### src/hw/fsq_defines.svh
// Purpose: Constants of the flash program/erase sequencer and its host controller.
// Assumes: One 32-bit link between host end and device end.
// Notes:   Offsets, register field positions, keys and cycle counts live here; the host command op and size fields are coded in place.
`ifndef FSQ_DEFINES_SVH
`define FSQ_DEFINES_SVH
`define FSQ_FIRST_UNLOCK_WORD      32'h45670123
`define FSQ_SECOND_UNLOCK_WORD      32'hCDEF89AB
// Device map: register page and flash window
`define FSQ_REG_BASE  24'h400220
`define FSQ_FLASH_HI  8'h08
`define FSQ_OFF_KEY   8'h04
`define FSQ_OFF_STAT  8'h0C
`define FSQ_OFF_CTL   8'h10
`define FSQ_OFF_ADDR  8'h14
`define FSQ_OFF_MKEY  8'h24
// Control and status fields
`define FSQ_C_PG      0
`define FSQ_C_PER     1
`define FSQ_C_MER     2
`define FSQ_C_STRT    6
`define FSQ_C_LOCK    7
`define FSQ_C_FAST_GUARD_BIT   15
`define FSQ_C_FAST_PROGRAM_ENABLE    16
`define FSQ_C_PGER    17
`define FSQ_C_BLOAD   18
`define FSQ_C_BRST    19
`define FSQ_S_BSY     0
`define FSQ_S_EOP     5
`define FSQ_LOCKED    1'b1
`define FSQ_SZ_HALF   2'h1
`define FSQ_SZ_WORD   2'h2
`define FSQ_BUF_WORDS 16
`define FSQ_LAST_WORD 4'hF
// Operation lengths in cycles
`define FSQ_T_HALF    16'h0020
`define FSQ_T_PAGE    16'h0100
`define FSQ_T_CHIP    16'h0400
`define FSQ_T_FAST    16'h0080
`define FSQ_T_BUF     16'h0002
// Host controller registers on AHB-Lite
`define FSQ_H_CMD     8'h00
`define FSQ_H_ADR     8'h04
`define FSQ_H_WDT     8'h08
`define FSQ_H_STS     8'h0C
`define FSQ_H_RDT     8'h10
`define FSQ_OP_WR     3'h0
`define FSQ_OP_RD     3'h1
`define FSQ_OP_UNLK   3'h2
`define FSQ_OP_FUNLK  3'h3
`define FSQ_OP_WAIT   3'h4
`define FSQ_HS_RUN    0
`define FSQ_HS_ERR    1
`endif

### src/hw/fsq_pkg.sv
// Purpose: Types shared by both ends of the flash sequencer.
// Assumes: Nothing beyond the defines header.
// Notes:   Enumerations carry no explicit codes.
package fsq_pkg;
    typedef enum logic [2:0] {FSQ_K_HALF, FSQ_K_PAGE, FSQ_K_CHIP, FSQ_K_FPROG, FSQ_K_FERASE,
                              FSQ_K_BUF} fsq_kind_t;
    typedef enum logic [1:0] {FSQ_D_IDLE, FSQ_D_STREAM, FSQ_D_WAIT} fsq_dstate_t;
    typedef enum logic [1:0] {FSQ_H_IDLE, FSQ_H_REQ} fsq_hstate_t;
    typedef struct packed {
        logic        we;
        logic [1:0]  size;
        logic [31:0] addr;
        logic [31:0] data;
    } fsq_acc_t;
endpackage : fsq_pkg

### src/hw/fsq_link_if.sv
// Purpose: Register link between host controller and flash sequencer.
// Assumes: Request held until acknowledged; one answer per request.
// Notes:   No clocking block; both ends share ref_clk.
`timescale 1ns/1ps
`default_nettype none
interface fsq_link_if;
    logic        req;
    logic        we;
    logic [1:0]  size;
    logic [31:0] addr;
    logic [31:0] wdata;
    logic        ack;
    logic        err;
    logic [31:0] rdata;
    modport dev  (input req, we, size, addr, wdata, output ack, err, rdata);
    modport host (output req, we, size, addr, wdata, input ack, err, rdata);
endinterface : fsq_link_if
`default_nettype wire

### src/hw/fsq_op_timer.sv
// Purpose: Counts the length of one program, erase or buffer operation.
// Assumes: start is a one-cycle pulse; len is at least one.
// Notes:   done pulses len+1 cycles after start.
`timescale 1ns/1ps
`default_nettype none
module fsq_op_timer #(
    parameter int unsigned W = 16
) (
    input  wire logic         ref_clk,
    input  wire logic         sys_rst,
    input  wire logic         start,
    input  wire logic [W-1:0] len,
    output logic              done
);
    logic [W-1:0] cnt_r;

    // Down counter, reloaded by each start
    always_ff @(posedge ref_clk or posedge sys_rst) begin
        if (sys_rst) begin
            cnt_r <= '0;
        end else if (start) begin
            cnt_r <= len;
        end else if (cnt_r != '0) begin
            cnt_r <= cnt_r - W'(1);
        end
    end

    // Registered end pulse so the sequencer sees a clean event
    always_ff @(posedge ref_clk or posedge sys_rst) begin
        if (sys_rst) begin
            done <= 1'b0;
        end else begin
            done <= !start && (cnt_r == W'(1));
        end
    end
endmodule : fsq_op_timer
`default_nettype wire

### src/hw/fsq_device.sv
// Purpose: Flash program/erase sequencer: keys, control, status, page buffer.
// Assumes: Link requests are held until ack; array port accepts every strobe.
// Notes:   Flash reads return zero here; the array read path is elsewhere.
`timescale 1ns/1ps
`default_nettype none
`include "fsq_defines.svh"
module fsq_device
    import fsq_pkg::*;
#(
    parameter logic [15:0] T_HALF = `FSQ_T_HALF,
    parameter logic [15:0] T_PAGE = `FSQ_T_PAGE,
    parameter logic [15:0] T_CHIP = `FSQ_T_CHIP,
    parameter logic [15:0] T_FAST = `FSQ_T_FAST,
    parameter logic [15:0] T_BUF  = `FSQ_T_BUF
) (
    input  wire logic   ref_clk,
    input  wire logic   sys_rst,
    fsq_link_if.dev     link,
    output logic        arr_stb,
    output fsq_kind_t   arr_kind,
    output logic [31:0] arr_addr,
    output logic [31:0] arr_data,
    output logic        op_busy
);
    // Key step: returns {stage_nxt, dead, open}
    function automatic logic [2:0] key_step(input logic stage, input logic wr,
                                            input logic other, input logic [31:0] d);
        logic [2:0] r;
        r = {stage, 2'b00};
        if (wr) begin
            if (!stage && d == `FSQ_FIRST_UNLOCK_WORD) r = 3'b100;
            else if (stage && d == `FSQ_SECOND_UNLOCK_WORD) r = 3'b001;
            else r = 3'b010;
        end else if (other && stage) begin
            r = 3'b010; // A foreign access between the two words breaks the pair
        end
        return r;
    endfunction : key_step

    fsq_dstate_t state_r;
    logic        ack_r, err_r;
    logic [31:0] rdata_r;
    logic        lock_r, dead_r, kstage_r;
    logic        fast_guard_bit_r, fdead_r, fstage_r;
    logic        pg_r, per_r, mer_r, fast_program_enable_r, pger_r;
    logic        done_r;
    logic [31:0] addr_r, stage_data_r;
    logic [3:0]  stage_idx_r, widx_r;
    logic [31:0] buf_r [`FSQ_BUF_WORDS];
    logic        tdone;

    logic        take, wr, is_reg, is_fl, busy, bad;
    logic [7:0]  off;
    logic        w_key, w_mkey, w_ctl, w_stat, w_addr, fl_wr;
    logic [2:0]  kz, fz;
    logic [31:0] nw, rd;
    logic [4:0]  modes;
    logic        go, st_pg, st_per, st_mer, st_fp, st_fe, brst, bload, stage_w;
    logic        tstart;
    logic [15:0] tlen;

    assign busy        = (state_r != FSQ_D_IDLE);
    assign op_busy     = busy;
    assign link.ack    = ack_r;
    assign link.err    = err_r;
    assign link.rdata  = rdata_r;

    // Access decode; every register effect is gated here
    always_comb begin
        take   = link.req && !ack_r;
        wr     = take && link.we;
        is_reg = (link.addr[31:8] == `FSQ_REG_BASE);
        is_fl  = (link.addr[31:24] == `FSQ_FLASH_HI);
        off    = link.addr[7:0];
        nw     = link.wdata;
        w_key  = wr && is_reg && off == `FSQ_OFF_KEY;
        w_mkey = wr && is_reg && off == `FSQ_OFF_MKEY;
        kz = key_step(kstage_r, w_key && lock_r && !dead_r, take && !w_key, nw);
        fz = key_step(fstage_r, w_mkey && fast_guard_bit_r && !fdead_r, take && !w_mkey, nw);
        w_ctl  = wr && is_reg && off == `FSQ_OFF_CTL && !lock_r && !dead_r && !busy;
        w_stat = wr && is_reg && off == `FSQ_OFF_STAT && !dead_r && !busy;
        w_addr = wr && is_reg && off == `FSQ_OFF_ADDR && !dead_r && !busy;
        fl_wr  = wr && is_fl && !lock_r && !dead_r && !busy;
        st_pg  = fl_wr && pg_r && link.size == `FSQ_SZ_HALF;
        stage_w = fl_wr && !pg_r && fast_program_enable_r && link.size == `FSQ_SZ_WORD;
        // Dead controller answers register accesses and flash writes with an error; flash reads get no error
        bad = dead_r && (is_reg || (is_fl && link.we));
        bad = bad || (wr && is_fl && pg_r && !lock_r && link.size != `FSQ_SZ_HALF);
        modes = {nw[`FSQ_C_PG], nw[`FSQ_C_PER], nw[`FSQ_C_MER], nw[`FSQ_C_FAST_PROGRAM_ENABLE],
                 nw[`FSQ_C_PGER]};
        go     = w_ctl && nw[`FSQ_C_STRT] && $onehot(modes);
        st_per = go && nw[`FSQ_C_PER];
        st_mer = go && nw[`FSQ_C_MER];
        st_fp  = go && nw[`FSQ_C_FAST_PROGRAM_ENABLE] && !fast_guard_bit_r;
        st_fe  = go && nw[`FSQ_C_PGER] && !fast_guard_bit_r;
        brst   = w_ctl && nw[`FSQ_C_BRST] && nw[`FSQ_C_FAST_PROGRAM_ENABLE] && !fast_guard_bit_r;
        bload  = w_ctl && nw[`FSQ_C_BLOAD] && nw[`FSQ_C_FAST_PROGRAM_ENABLE] && !fast_guard_bit_r && !brst;
    end

    // Timer start and length per operation kind
    always_comb begin
        tstart = 1'b1;
        tlen   = T_BUF;
        if (st_pg) tlen = T_HALF;
        else if (st_per) tlen = T_PAGE;
        else if (st_mer) tlen = T_CHIP;
        else if (st_fe) tlen = T_FAST;
        else if (state_r == FSQ_D_STREAM && widx_r == `FSQ_LAST_WORD) tlen = T_FAST;
        else if (!(brst || bload)) tstart = 1'b0;
    end

    fsq_op_timer #(.W(16)) u_timer (
        .ref_clk (ref_clk),
        .sys_rst (sys_rst),
        .start   (tstart),
        .len     (tlen),
        .done    (tdone)
    );

    // Read data mux
    always_comb begin
        rd = '0;
        if (is_reg && off == `FSQ_OFF_STAT) begin
            rd[`FSQ_S_BSY] = busy;
            rd[`FSQ_S_EOP] = done_r;
        end else if (is_reg && off == `FSQ_OFF_CTL) begin
            rd[`FSQ_C_PG]    = pg_r;
            rd[`FSQ_C_PER]   = per_r;
            rd[`FSQ_C_MER]   = mer_r;
            rd[`FSQ_C_LOCK]  = lock_r;
            rd[`FSQ_C_FAST_GUARD_BIT] = fast_guard_bit_r;
            rd[`FSQ_C_FAST_PROGRAM_ENABLE]  = fast_program_enable_r;
            rd[`FSQ_C_PGER]  = pger_r;
        end else if (is_reg && off == `FSQ_OFF_ADDR) begin
            rd = addr_r;
        end
    end

    // Link answer, one cycle after the request is taken
    always_ff @(posedge ref_clk or posedge sys_rst) begin
        if (sys_rst) begin
            ack_r   <= 1'b0;
            err_r   <= 1'b0;
            rdata_r <= '0;
        end else begin
            ack_r   <= take;
            err_r   <= take && bad;
            rdata_r <= (take && !link.we && !bad) ? rd : '0;
        end
    end

    // Main key: locked from reset, dead after a bad sequence
    always_ff @(posedge ref_clk or posedge sys_rst) begin
        if (sys_rst) begin
            lock_r   <= `FSQ_LOCKED;
            kstage_r <= 1'b0;
            dead_r   <= 1'b0;
        end else begin
            kstage_r <= kz[2];
            if (kz[1]) dead_r <= 1'b1;
            if (kz[0]) lock_r <= 1'b0;
            else if (w_ctl && nw[`FSQ_C_LOCK]) lock_r <= 1'b1;
        end
    end

    // Fast key: separate guard, blocked for good after a bad sequence
    always_ff @(posedge ref_clk or posedge sys_rst) begin
        if (sys_rst) begin
            fast_guard_bit_r  <= `FSQ_LOCKED;
            fstage_r <= 1'b0;
            fdead_r  <= 1'b0;
        end else begin
            fstage_r <= fz[2];
            if (fz[1]) fdead_r <= 1'b1;
            if (fz[0]) fast_guard_bit_r <= 1'b0;
            else if (w_ctl && nw[`FSQ_C_FAST_GUARD_BIT]) fast_guard_bit_r <= 1'b1;
        end
    end

    // Mode enables and target address
    always_ff @(posedge ref_clk or posedge sys_rst) begin
        if (sys_rst) begin
            {pg_r, per_r, mer_r, fast_program_enable_r, pger_r} <= '0;
            addr_r <= '0;
        end else begin
            if (w_ctl) {pg_r, per_r, mer_r, fast_program_enable_r, pger_r} <= modes;
            if (w_addr) addr_r <= nw;
        end
    end

    // Done flag: hardware set wins over a write-one clear
    always_ff @(posedge ref_clk or posedge sys_rst) begin
        if (sys_rst) begin
            done_r <= 1'b0;
        end else begin
            done_r <= tdone || (done_r && !(w_stat && nw[`FSQ_S_EOP]));
        end
    end

    // Staging word and page buffer; no reset, cleared by its trigger
    always_ff @(posedge ref_clk) begin
        if (stage_w) begin
            stage_data_r <= nw;
            stage_idx_r  <= link.addr[5:2];
        end
        if (brst) begin
            for (int i = 0; i < `FSQ_BUF_WORDS; i++) buf_r[i] <= '0;
        end else if (bload) begin
            buf_r[stage_idx_r] <= stage_data_r;
        end
    end

    // Sequencer: busy from start until timer end
    always_ff @(posedge ref_clk or posedge sys_rst) begin
        if (sys_rst) begin
            state_r <= FSQ_D_IDLE;
            widx_r  <= '0;
        end else begin
            unique case (state_r)
                FSQ_D_IDLE: begin
                    widx_r <= '0;
                    if (st_fp) state_r <= FSQ_D_STREAM;
                    else if (tstart) state_r <= FSQ_D_WAIT;
                end
                FSQ_D_STREAM: begin
                    widx_r <= widx_r + 4'h1;
                    if (widx_r == `FSQ_LAST_WORD) state_r <= FSQ_D_WAIT;
                end
                FSQ_D_WAIT: begin
                    if (tdone) state_r <= FSQ_D_IDLE;
                end
            endcase
        end
    end

    // Array strobes; a fast page streams sixteen words on back-to-back cycles
    always_ff @(posedge ref_clk or posedge sys_rst) begin
        if (sys_rst) begin
            arr_stb  <= 1'b0;
            arr_kind <= FSQ_K_HALF;
            arr_addr <= '0;
            arr_data <= '0;
        end else begin
            arr_stb <= st_pg || st_per || st_mer || st_fe || (state_r == FSQ_D_STREAM);
            if (st_pg) begin
                arr_kind <= FSQ_K_HALF;
                arr_addr <= link.addr;
                arr_data <= {16'h0000, link.addr[1] ? nw[31:16] : nw[15:0]};
            end else if (st_per || st_mer || st_fe) begin
                arr_kind <= st_per ? FSQ_K_PAGE : (st_mer ? FSQ_K_CHIP : FSQ_K_FERASE);
                arr_addr <= addr_r;
                arr_data <= '0;
            end else if (state_r == FSQ_D_STREAM) begin
                arr_kind <= FSQ_K_FPROG;
                arr_addr <= {addr_r[31:6], widx_r, 2'b00};
                arr_data <= buf_r[widx_r];
            end
        end
    end
endmodule : fsq_device
`default_nettype wire

### src/flat_wrapper.sv
// flat-port wrapper written by rule: the top's interface ports become plain ports
module fsq_device_flat import fsq_pkg::*;
#(
    parameter logic [15:0] T_HALF = `FSQ_T_HALF,
    parameter logic [15:0] T_PAGE = `FSQ_T_PAGE,
    parameter logic [15:0] T_CHIP = `FSQ_T_CHIP,
    parameter logic [15:0] T_FAST = `FSQ_T_FAST,
    parameter logic [15:0] T_BUF  = `FSQ_T_BUF
)
  (ref_clk, sys_rst, arr_stb, arr_kind, arr_addr, arr_data, op_busy, link_req, link_we, link_size, link_addr, link_wdata, link_ack, link_err, link_rdata);
  fsq_link_if link_i ();
  input  wire logic ref_clk;
  input  wire logic sys_rst;
  output logic arr_stb;
  output fsq_kind_t arr_kind;
  output logic [31:0] arr_addr;
  output logic [31:0] arr_data;
  output logic op_busy;
  input wire logic [$bits(link_i.req)-1:0] link_req;
  input wire logic [$bits(link_i.we)-1:0] link_we;
  input wire logic [$bits(link_i.size)-1:0] link_size;
  input wire logic [$bits(link_i.addr)-1:0] link_addr;
  input wire logic [$bits(link_i.wdata)-1:0] link_wdata;
  output wire logic [$bits(link_i.ack)-1:0] link_ack;
  output wire logic [$bits(link_i.err)-1:0] link_err;
  output wire logic [$bits(link_i.rdata)-1:0] link_rdata;
  assign link_i.req = link_req;
  assign link_i.we = link_we;
  assign link_i.size = link_size;
  assign link_i.addr = link_addr;
  assign link_i.wdata = link_wdata;
  assign link_ack = link_i.ack;
  assign link_err = link_i.err;
  assign link_rdata = link_i.rdata;
  fsq_device #(.T_HALF(T_HALF), .T_PAGE(T_PAGE), .T_CHIP(T_CHIP), .T_FAST(T_FAST), .T_BUF(T_BUF)) u_core (.ref_clk(ref_clk), .sys_rst(sys_rst), .link(link_i), .arr_stb(arr_stb), .arr_kind(arr_kind), .arr_addr(arr_addr), .arr_data(arr_data), .op_busy(op_busy));
endmodule
### config.mk
export PLATFORM = sky130hd
export DESIGN_NAME = fsq_device_flat
export DESIGN_NICKNAME = d
export VERILOG_FILES = /design/src/hw/fsq_pkg.sv /design/src/hw/fsq_link_if.sv /design/src/hw/fsq_op_timer.sv /design/src/hw/fsq_device.sv /design/src/flat_wrapper.sv
export VERILOG_INCLUDE_DIRS = /design/src /design/src/hw
export SDC_FILE = /design/constraint.sdc
export NUM_CORES = 1
export LEC_CHECK = 0
export BUFFER_PORTS_ARGS = -buffer_cell sky130_fd_sc_hd__buf_2
export CORE_ASPECT_RATIO = 0.9
export CORE_MARGIN = 8
export CORE_UTILIZATION = 50
export DETAILED_ROUTE_END_ITERATION = 8
export HOLD_SLACK_MARGIN = 0.02
export PLACE_DENSITY = 0.66
export SLEW_MARGIN = 20
export SYNTH_ARGS = -nofsm -noshare
export SYNTH_HDL_FRONTEND = slang
export SYNTH_SLANG_ARGS = --single-unit
export TNS_END_PERCENT = 1
### constraint.sdc
create_clock -name ref_clk -period 6 [get_ports ref_clk]
set_input_delay 0.6 -clock ref_clk [delete_from_list [all_inputs] [get_ports ref_clk]]
set_output_delay 0.6 -clock ref_clk [all_outputs]
set_load 0.01 [all_outputs]
# Word-level counts from Yosys, hierarchy flattened
# Memory sizes are Yosys's and may differ from the RTL's.
# Cells that the tools add are included.
classes:
  n_addsub: 6
  n_eq_ne: 20
  n_mux: 63
  reduce_logical: 106
ops:
  columns: ["cell", "count"]
  rows:
  - ["two-way mux 32 bit", 9]
  - ["two-way mux 16 bit", 7]
  - ["logical AND 1 bit", 68]
  - ["two-way mux 3 bit", 13]
  - ["equality test 32 x 31 -> 1 bit (second input constant)", 1]
  - ["equality test 32 bit (second input constant)", 1]
  - ["OR reduction 32 bit", 1]
  - ["two-way mux 26 bit", 1]
  - ["equality test 24 x 23 -> 1 bit (second input constant)", 1]
  - ["two-way mux 1 bit", 19]
  - ["equality test 16 x 1 -> 1 bit (second input constant)", 1]
  - ["equality test 8 x 4 -> 1 bit (second input constant)", 2]
  - ["equality test 8 x 5 -> 1 bit (second input constant)", 2]
  - ["logical NOT 1 bit", 16]
  - ["nonzero test 16 bit", 1]
  - ["subtractor 16 x 1 -> 16 bit (second input constant)", 1]
  - ["two-way mux 14 bit", 1]
  - ["nonzero test 2 bit", 7]
  - ["two-way mux 2 bit", 6]
  - ["two-way mux 4 bit", 3]
  - ["logical OR 1 bit", 10]
  - ["equality test 8 x 3 -> 1 bit (second input constant)", 1]
  - ["equality test 8 x 6 -> 1 bit (second input constant)", 1]
  - ["two-way mux 8 bit", 1]
  - ["17 further kinds", 21]
totals:
  ff_bits: 205
  mem_bits_rw: 512
  inputBits: 70
  out_inout_bits: 103
  wordCells: 222
  n_memories: 1
memory_table:
  columns: ["name", "depth", "width", "rd", "rd_clocked_by_memory_dff", "wr", "line", "rtl"]
  rows:
  - ["u_core.buf_r", 16, 32, 1, 0, 16, "fsq_device.sv:49", "logic [31:0] buf_r [`FSQ_BUF_WORDS];"]

# Longest topological paths before layout
# Gate-level depths: netlist (run 1).
logic_depth:
  depth_word: 23
  mapped_depth: 12
  depth_no_buf: 9

# Modules after synthesis
# From an unflattened synthesis (run 1), not the netlist that was laid out.
unflattened:
  hier_cells: 2212
  area_unflattened_um2: 31664.1
by_module_without_submodules:
  columns: ["mod", "n_inst", "cells_each", "area_per_inst_um2", "seq_area_each_um2"]
  rows:
  - ["fsq_device", 1, 2095, 30565.6, 20261.9]
  - ["fsq_op_timer", 1, 117, 1098.6, 425.4]

# Worst setup path before layout (run 1)
# OpenSTA, ideal clock, no wires.
synth_timing:
  path_kind: "input -> register"
  start: "in link_addr[25]"
  end: "reg u_core.stage_data_r[0] (enable)"
  setup_ns: 0.474
  arrival_ns: 4.366
  required_ns: 5.526
  path_slack_ns: 1.160
  path_stages: 3
  n_path_buf: 0
  path_cell_list: "or4_4 or4b_2 nor3_1"
synth_via:
  elab_chain_len: 8
synth_lines:
  columns: ["element", "line", "rtl"]
  rows:
  - ["from (decl)", "flat_wrapper.sv:22", "input wire logic [$bits(link_i.addr)-1:0] link_addr;"]
  - ["equality test 8 x 4 -> 1 bit (no line)", null, null]
  - ["logical AND 1 bit (4 in a row)", "fsq_device.sv:83", "fl_wr = wr && is_fl && !lock_r && !dead_r && !busy;"]
  - ["logical AND 1 bit (2 in a row)", "fsq_device.sv:85", "stage_w = fl_wr && !pg_r && fast_program_enable_r && link.size == `FSQ_SZ_WORD;"]
  - ["logical AND 1 bit (no line)", null, null]
  - ["named net u_core.stage_w", "fsq_device.sv:58", "logic go, st_pg, st_per, st_mer, st_fp, st_fe, brst, bload, stage_w;"]
  - ["to (signal assigned)", "fsq_device.sv:203", "stage_data_r <= nw;"]
  - ["to (decl)", "fsq_device.sv:47", "logic [31:0] addr_r, stage_data_r;"]
# The timed path passes the listed nets, and every way through them passes these cells.
# A chain may end at the register's enable or synchronous reset.

==> results.yml, run 1 <==
die:
  initial_utilization: 0.503
  placement_rows: 87
  die_y_extent_um: 254
  io-pin-count: 173
  die-area_mm2: 0.0710
  die_w_um: 280
  core_region_area_mm2: 0.0624
clocking:
  cts.hold.buffers_added: 0
  cts-root-buf: "clkbuf_16"
  cts.repair.resized: 0
  numClockSinks: 717
  cts.repair_timing.setup_buffer_count: 0
  clk_path_buf_depth: 3
  cts.reportedPaths.clkPinSlew_ns: 0.06
  clk-insertion-delay-late_ns: 0.62
  tritoncts: "built"
  numCtsBuffers: 72
  cts_htree_levels: 3
synthesis:
  yosys_register_bits: 717
  synth_area_per_cell_um2: 13.4
  synth_ff_type: "edfxtp_1"
  synth_top_cells_by_count: "nor2_1, edfxtp_1, nand2_1"
  synth_cells: 2338
  yosysSeqAreaShare: 0.659
  synth.largest_area_cell: "edfxtp_1"
  yosys-top-cells-area: "edfxtp_1, dfrtp_1, mux4_2"
  yosysWarnings: 0
  synth_enable_flop_cells: 548
  ys_async_sr_fraction: 0.236
  synthDominantCellAreaShare: 0.524
  post_synth_num_cell_types: 70
  most_numerous_cell_in_the_yosys_netlist: "nor2_1"
  synth_nets: 2418
  synthesis.area_mm2: 0.0314
timing:
  report.final.setup_viol: 0
  fin_worst_skew_ns: 0.0354
  setup_total_negative_slack_ns: 0
  number_of_endpoints_with_negative_hold_slack_in_the_final_report: 0
  grt_setup_unrepaired: "false"
  timing.final.crit_period_ns: 4.27
  post-route-period-util: 0.712
  timing.slew.headroom: 0.242
  worstMarginPinSlew_ns: 1.13
  fin_worst_hold_slack_ns: 0.173
  timing_max_transition_violations_final: 0
  max_freq_ghz: 0.234
route:
  drtAntennaViolNets: 0
  drt_drc_violations_left: 0
  wire_per_inst_um: 26.8
  detail_route.wirelength_um: 90400
  viasPerCell: 6.14
  routed-via-count: 20700
  detailedRoute.firstIterationViolations: 2479
  drt_pre_antenna_iters: 6
cells_and_area:
  fillers: 4968
  drive_above_1_share: 0.215
  multi_input_area_mm2: 0.0101
  layout.area.seq_mm2: 0.0207
  syn_to_final_growth_pct: 13.4
  finish.net_count: 2546
  final-instance-count-excl-fill: 3370
power_and_ir_drop:
  power_total_mw: 9.95
  powerDensity_mw_per_mm2: 279
  irDropWorstVdd_uv: 213
  leakage_nw: 10.4
global_route:
  grt_max_degree: 99
  grt-ovfl-total: 0
  grt_pass1_wl_um: 135000
  grt_antenna_before_repair: 4
  global_route.usage.total: 0.254
  grt_pass1_vias: 21000
critical_path:
  timing.critical_path.arrival_ns: 4.58
  setup.worst_path.end_class: "register"
  cp_max_fo: 21
  required_ns: 6.31
  worstSetupPathType: "primary input to register"
  crit_path_start_kind: "primary input"
placement:
  dp_cells: 3237
  post-dp-hpwl_um: 57100
  place.port_buffers: 172
  gp_congestion: 0.898
worst_hold_path:
  timing.hold.worst.class: "primary input to async pin"
job:
  maxCapViolations: 0
run_status:
  status: "finished, final reports clean"
-- worst paths after layout --
path / startpoint / endpoint / slack (ns) / cells after the start
max: link_addr[1] / u_core.buf_r[5][5] / 1.73 / 7
min: sys_rst / u_core.arr_addr[16] / 0.17 / 2
max in group asynchronous: sys_rst / u_core.arr_addr[19] / 4.33 / 3
min in group ref_clk: link_addr[4] / u_core.stage_idx_r[2] / 0.19 / 1
max reg2reg: u_core.state_r[0] / u_core.buf_r[5][5] / 1.91 / 8
min reg2reg: u_core.mer_r / u_core.mer_r / 0.48 / 2
-- through the flow --
stage | setup slack, ns | area [µm²] | utilization
6_report | 1.73 | 35600 | 0.571
3_3_place_gp | 1.17 | 33300 | 0.533
2_1_floorplan | 0.828 | 31400 | -
3_5_place_dp | 1.10 | 33300 | 0.533
5_1_grt | 1.63 | 35600 | 0.571
4_1_cts | 1.75 | 35600 | 0.571
-- logic make-up (layout without fill, tap and decap cells) --
family	Yosys count	in the layout	share of synthesized area
other	0	1	0
multiplexers	249	249	0.132
AO/OA/AOI/OAI	206	206	0.0429
adder cells (fa/ha/maj)	10	10	0.00447
XOR/XNOR	11	11	0.00307
buffers and inverters	186	372	0.0253
AND/OR/NAND/NOR	959	959	0.133
flip-flops	717	717	0.659
-- cells in the final DEF, fill, tap and decap left out, types with 8 or more instances in the layout --
master     count
nand3_1       30
clkbuf_16     76
clkinv_2      12
mux2_2        49
nand4_1       11
edfxtp_1     548
o211ai_1      13
a21oi_4       16
clkbuf_1      20
o21ai_0       36
nand2_1      171
nor2b_1        8
and2_1        30
nor4_1        34
a21oi_1       43
o22a_1        32
nor3_1        28
buf_2        172
o22ai_1       17
clkinv_1      10
mux2i_1       71
dfrtp_1      164
a31oi_1        8
inv_1         19
nor2_1       584
mux4_2       128
buf_4         42
-- cell type report --
cell class / count / share of cell area
Clock inverter: 30 / 0.00787
Timing Repair Buffer: 219 / 0.0359
Tap cell: 845 / 0.0297
Sequential cell: 717 / 0.582
Inverter: 21 / 0.00236
Multi-Input combinational cell: 1435 / 0.285
Clock buffer: 102 / 0.0579
Antenna cell: 1 / 0.0000703
-- power by group --
part	internal, mW	total [mW]	switching, mW
clock network	2.61	4.52	1.91
logic	0.0365	0.135	0.0986
registers	5.29	5.29	0.000547
-- layer usage --
metal / track usage / vias to the layer above / routed length, µm
met5: 0 / - / 36
met4: 0.0798 / 6 / 2820
met3: 0.0623 / 184 / 9220
met2: 0.393 / 1079 / 42000
met1: 0.353 / 10600 / 36300
li1: - / 8852 / -
-- flip-flops by register name (all words and copies together), names as in the netlist, 3 cells and up --
signal,cells
u_core.buf_r,512
u_core.addr_r,32
u_core.arr_addr,32
u_core.arr_data,32
u_core.link.rdata,32
u_core.stage_data_r,32
u_core.u_timer.cnt_r,16
u_core.stage_idx_r,4
u_core.widx_r,4
u_core.arr_kind,3
-- worst max-delay path: stages --
cell	delay (ns)
buf_2	0.29
nor4_1	0.78
or3b_2	0.57
or4_2	0.93
buf_4	0.36
a21oi_4	0.76
buf_12	0.26
Note: power is estimated with default switching activity, not from simulation.
==> run 2, diff against run 1 <==
==> constraint.sdc (replaced) <==
create_clock -name ref_clk -period 4 [get_ports ref_clk]
set_input_delay 0.4 -clock ref_clk [delete_from_list [all_inputs] [get_ports ref_clk]]
set_output_delay 0.4 -clock ref_clk [all_outputs]
set_load 0.01 [all_outputs]
==> run 2 against run 1 <==
Effect of this change: sequential share of layout area decreased by 0.91 points; cell count increased by 1.2%; setup slack got worse by 0.78 ns; total power up 51%; largest power group unchanged; non-clock buffer count increased by 37; critical endpoint is now u_core.buf_r[11][26]; routed wire length is 2.7% lower; first-iteration DRC count down 4.4%; clock skew is 0.014 ns lower; register-to-register slack worse by 0.96 ns.
==> results.yml, run 2 (synthesized netlist as in run 1, its figures left out) <==
timing:
  report.final.setup_viol: 0
  number_of_endpoints_with_negative_hold_slack_in_the_final_report: 0
  post-route-period-util: 0.763
  setup_total_negative_slack_ns: 0
  worstMarginPinSlew_ns: 1.00
  fin_worst_skew_ns: 0.0215
  timing.final.crit_period_ns: 3.05
  fin_worst_hold_slack_ns: 0.0632
  timing.slew.headroom: 0.329
  fin_ws_ns: 0.948
  max_freq_ghz: 0.328
  grt_setup_unrepaired: "false"
  timing_max_transition_violations_final: 0
clocking:
  clk_path_buf_depth: 3
  numClockSinks: 717
  cts.repair_timing.setup_buffer_count: 0
  numCtsBuffers: 73
  cts_htree_levels: 3
  cts.reportedPaths.clkPinSlew_ns: 0.06
  clk-insertion-delay-late_ns: 0.62
  cts-root-buf: "clkbuf_16"
  cts.repair.resized: 0
  tritoncts: "built"
power_and_ir_drop:
  irDropWorstVdd_uv: 384
  leakage_nw: 10.7
  powerDensity_mw_per_mm2: 417
cells_and_area:
  multi_input_area_mm2: 0.0101
  largest_register_ffs: 512
  layout.cells.most_common: "nor2_1"
  syn_to_final_growth_pct: 15.2
  fillers: 4938
  mostFrequentLayoutCells: "nor2_1, edfxtp_1, buf_2, nand2_1, dfrtp_1"
  finish.net_count: 2584
  registers.top_by_ff_count: "u_core.buf_r"
  drive_above_1_share: 0.227
  layout.area.seq_mm2: 0.0207
critical_path:
  worstSetupPathType: "register to register"
  crit_path_start_kind: "register"
  cp_max_fo: 21
  required_ns: 4.27
  timing.critical_path.arrival_ns: 3.32
  setup.worst_path.end_class: "register"
placement:
  place.port_buffers: 172
  gp_congestion: 0.905
  preCtsSetupSlack_ns: 0.399
  post-dp-hpwl_um: 57900
route:
  viasPerCell: 6.06
  drtAntennaViolNets: 0
  detail_route.wirelength_um: 88000
  drt_drc_violations_left: 0
  wire_per_inst_um: 25.8
  routed-via-count: 20700
  detailedRoute.firstIterationViolations: 2370
  drt_pre_antenna_iters: 6
global_route:
  global_route.usage.total: 0.245
  grt_antenna_before_repair: 3
  grt-ovfl-total: 0
  grt_pass1_vias: 21200
  grt_max_degree: 129
  grt_pass1_wl_um: 131000
worst_hold_path:
  timing.hold.worst.class: "primary input to register"
die:
  io-pin-count: 173
  die-area_mm2: 0.0710
  die_w_um: 280
  initial_utilization: 0.503
  placement_rows: 87
  core_region_area_mm2: 0.0624
  die_y_extent_um: 254
run_status:
  status: "finished, final reports clean"
job:
  maxCapViolations: 0
run 2: cell count changes in the layout (fill, tap and decap cells not counted), moves of 2 or more:
cell,previous run,this run
buf_4,42,57
clkinvlp_4,1,3
buf_12,5,20
dlygate4sd3_1,0,7
clkbuf_8,6,10
clkbuf_1,20,17
clkinv_2,12,14
clkinv_1,10,7
run 2: metrics by stage:
step | utilization | area [µm²] | instances | power, mW
finish | 0.580 | 36200 | 3411 | 15.1
global route | 0.580 | 36200 | 3409 | 15.5
detailed placement | 0.540 | 33700 | 3267 | 8.30
floorplan | - | 31400 | 2338 | 8.17
global placement | 0.540 | 33700 | 3267 | 8.30
CTS | 0.580 | 36100 | 3409 | 15.1
run 2: layout make-up:
cell class	instances	share of cell area
Antenna cell	2	0.000138
Tap cell	845	0.0292
Multi-Input combinational cell	1435	0.280
Inverter	21	0.00228
Clock inverter	31	0.00796
Sequential cell	717	0.572
Clock buffer	104	0.0589
Timing Repair Buffer	256	0.0487
run 2: critical path, cell delays in order, from the launching register on:
cell and delay (ns):
dfrtp_1 0.41, inv_1 0.11, ha_1 0.21, nor2b_1 0.21, nand2_1 0.25, or4_2 0.74, buf_12 0.22, a21oi_4 0.15
buf_4 0.36
run 2: routing by layer:
metal	up-vias	global-route usage	share of wire
li1	8918	-	-
met2	1025	0.399	0.49
met3	178	0.0506	0.088
met4	0	0.0764	0.030
met5	-	0	0
met1	10500	0.333	0.40
run 2: worst paths after layout:
check | start | end | slack, ns | cells after the start
worst max-delay path | u_core.state_r[0] | u_core.buf_r[11][26] | 0.95 | 8
worst min-delay path | link_wdata[14] | u_core.stage_data_r[14] | 0.06 | 1
min in group asynchronous | sys_rst | u_core.arr_addr[13] | 0.52 | 3
worst max register to register | u_core.state_r[0] | u_core.buf_r[11][26] | 0.95 | 8
worst min register to register | u_core.fdead_r | u_core.fdead_r | 0.46 | 1
max in group asynchronous | sys_rst | u_core.widx_r[3] | 2.51 | 4
run 2: what timing repair did:
item	in CTS	in global routing
hold buffers	7	0
hold endpoints to repair	41	0
setup endpoints to repair	0	0
run 2: where the power goes:
group          internal, mW  total, mW  switching, mW
sequential             7.93       7.93       0.000942
combinational        0.0651      0.221          0.155
clock                  4.04       6.91           2.87
total                  12.0       15.1           3.03
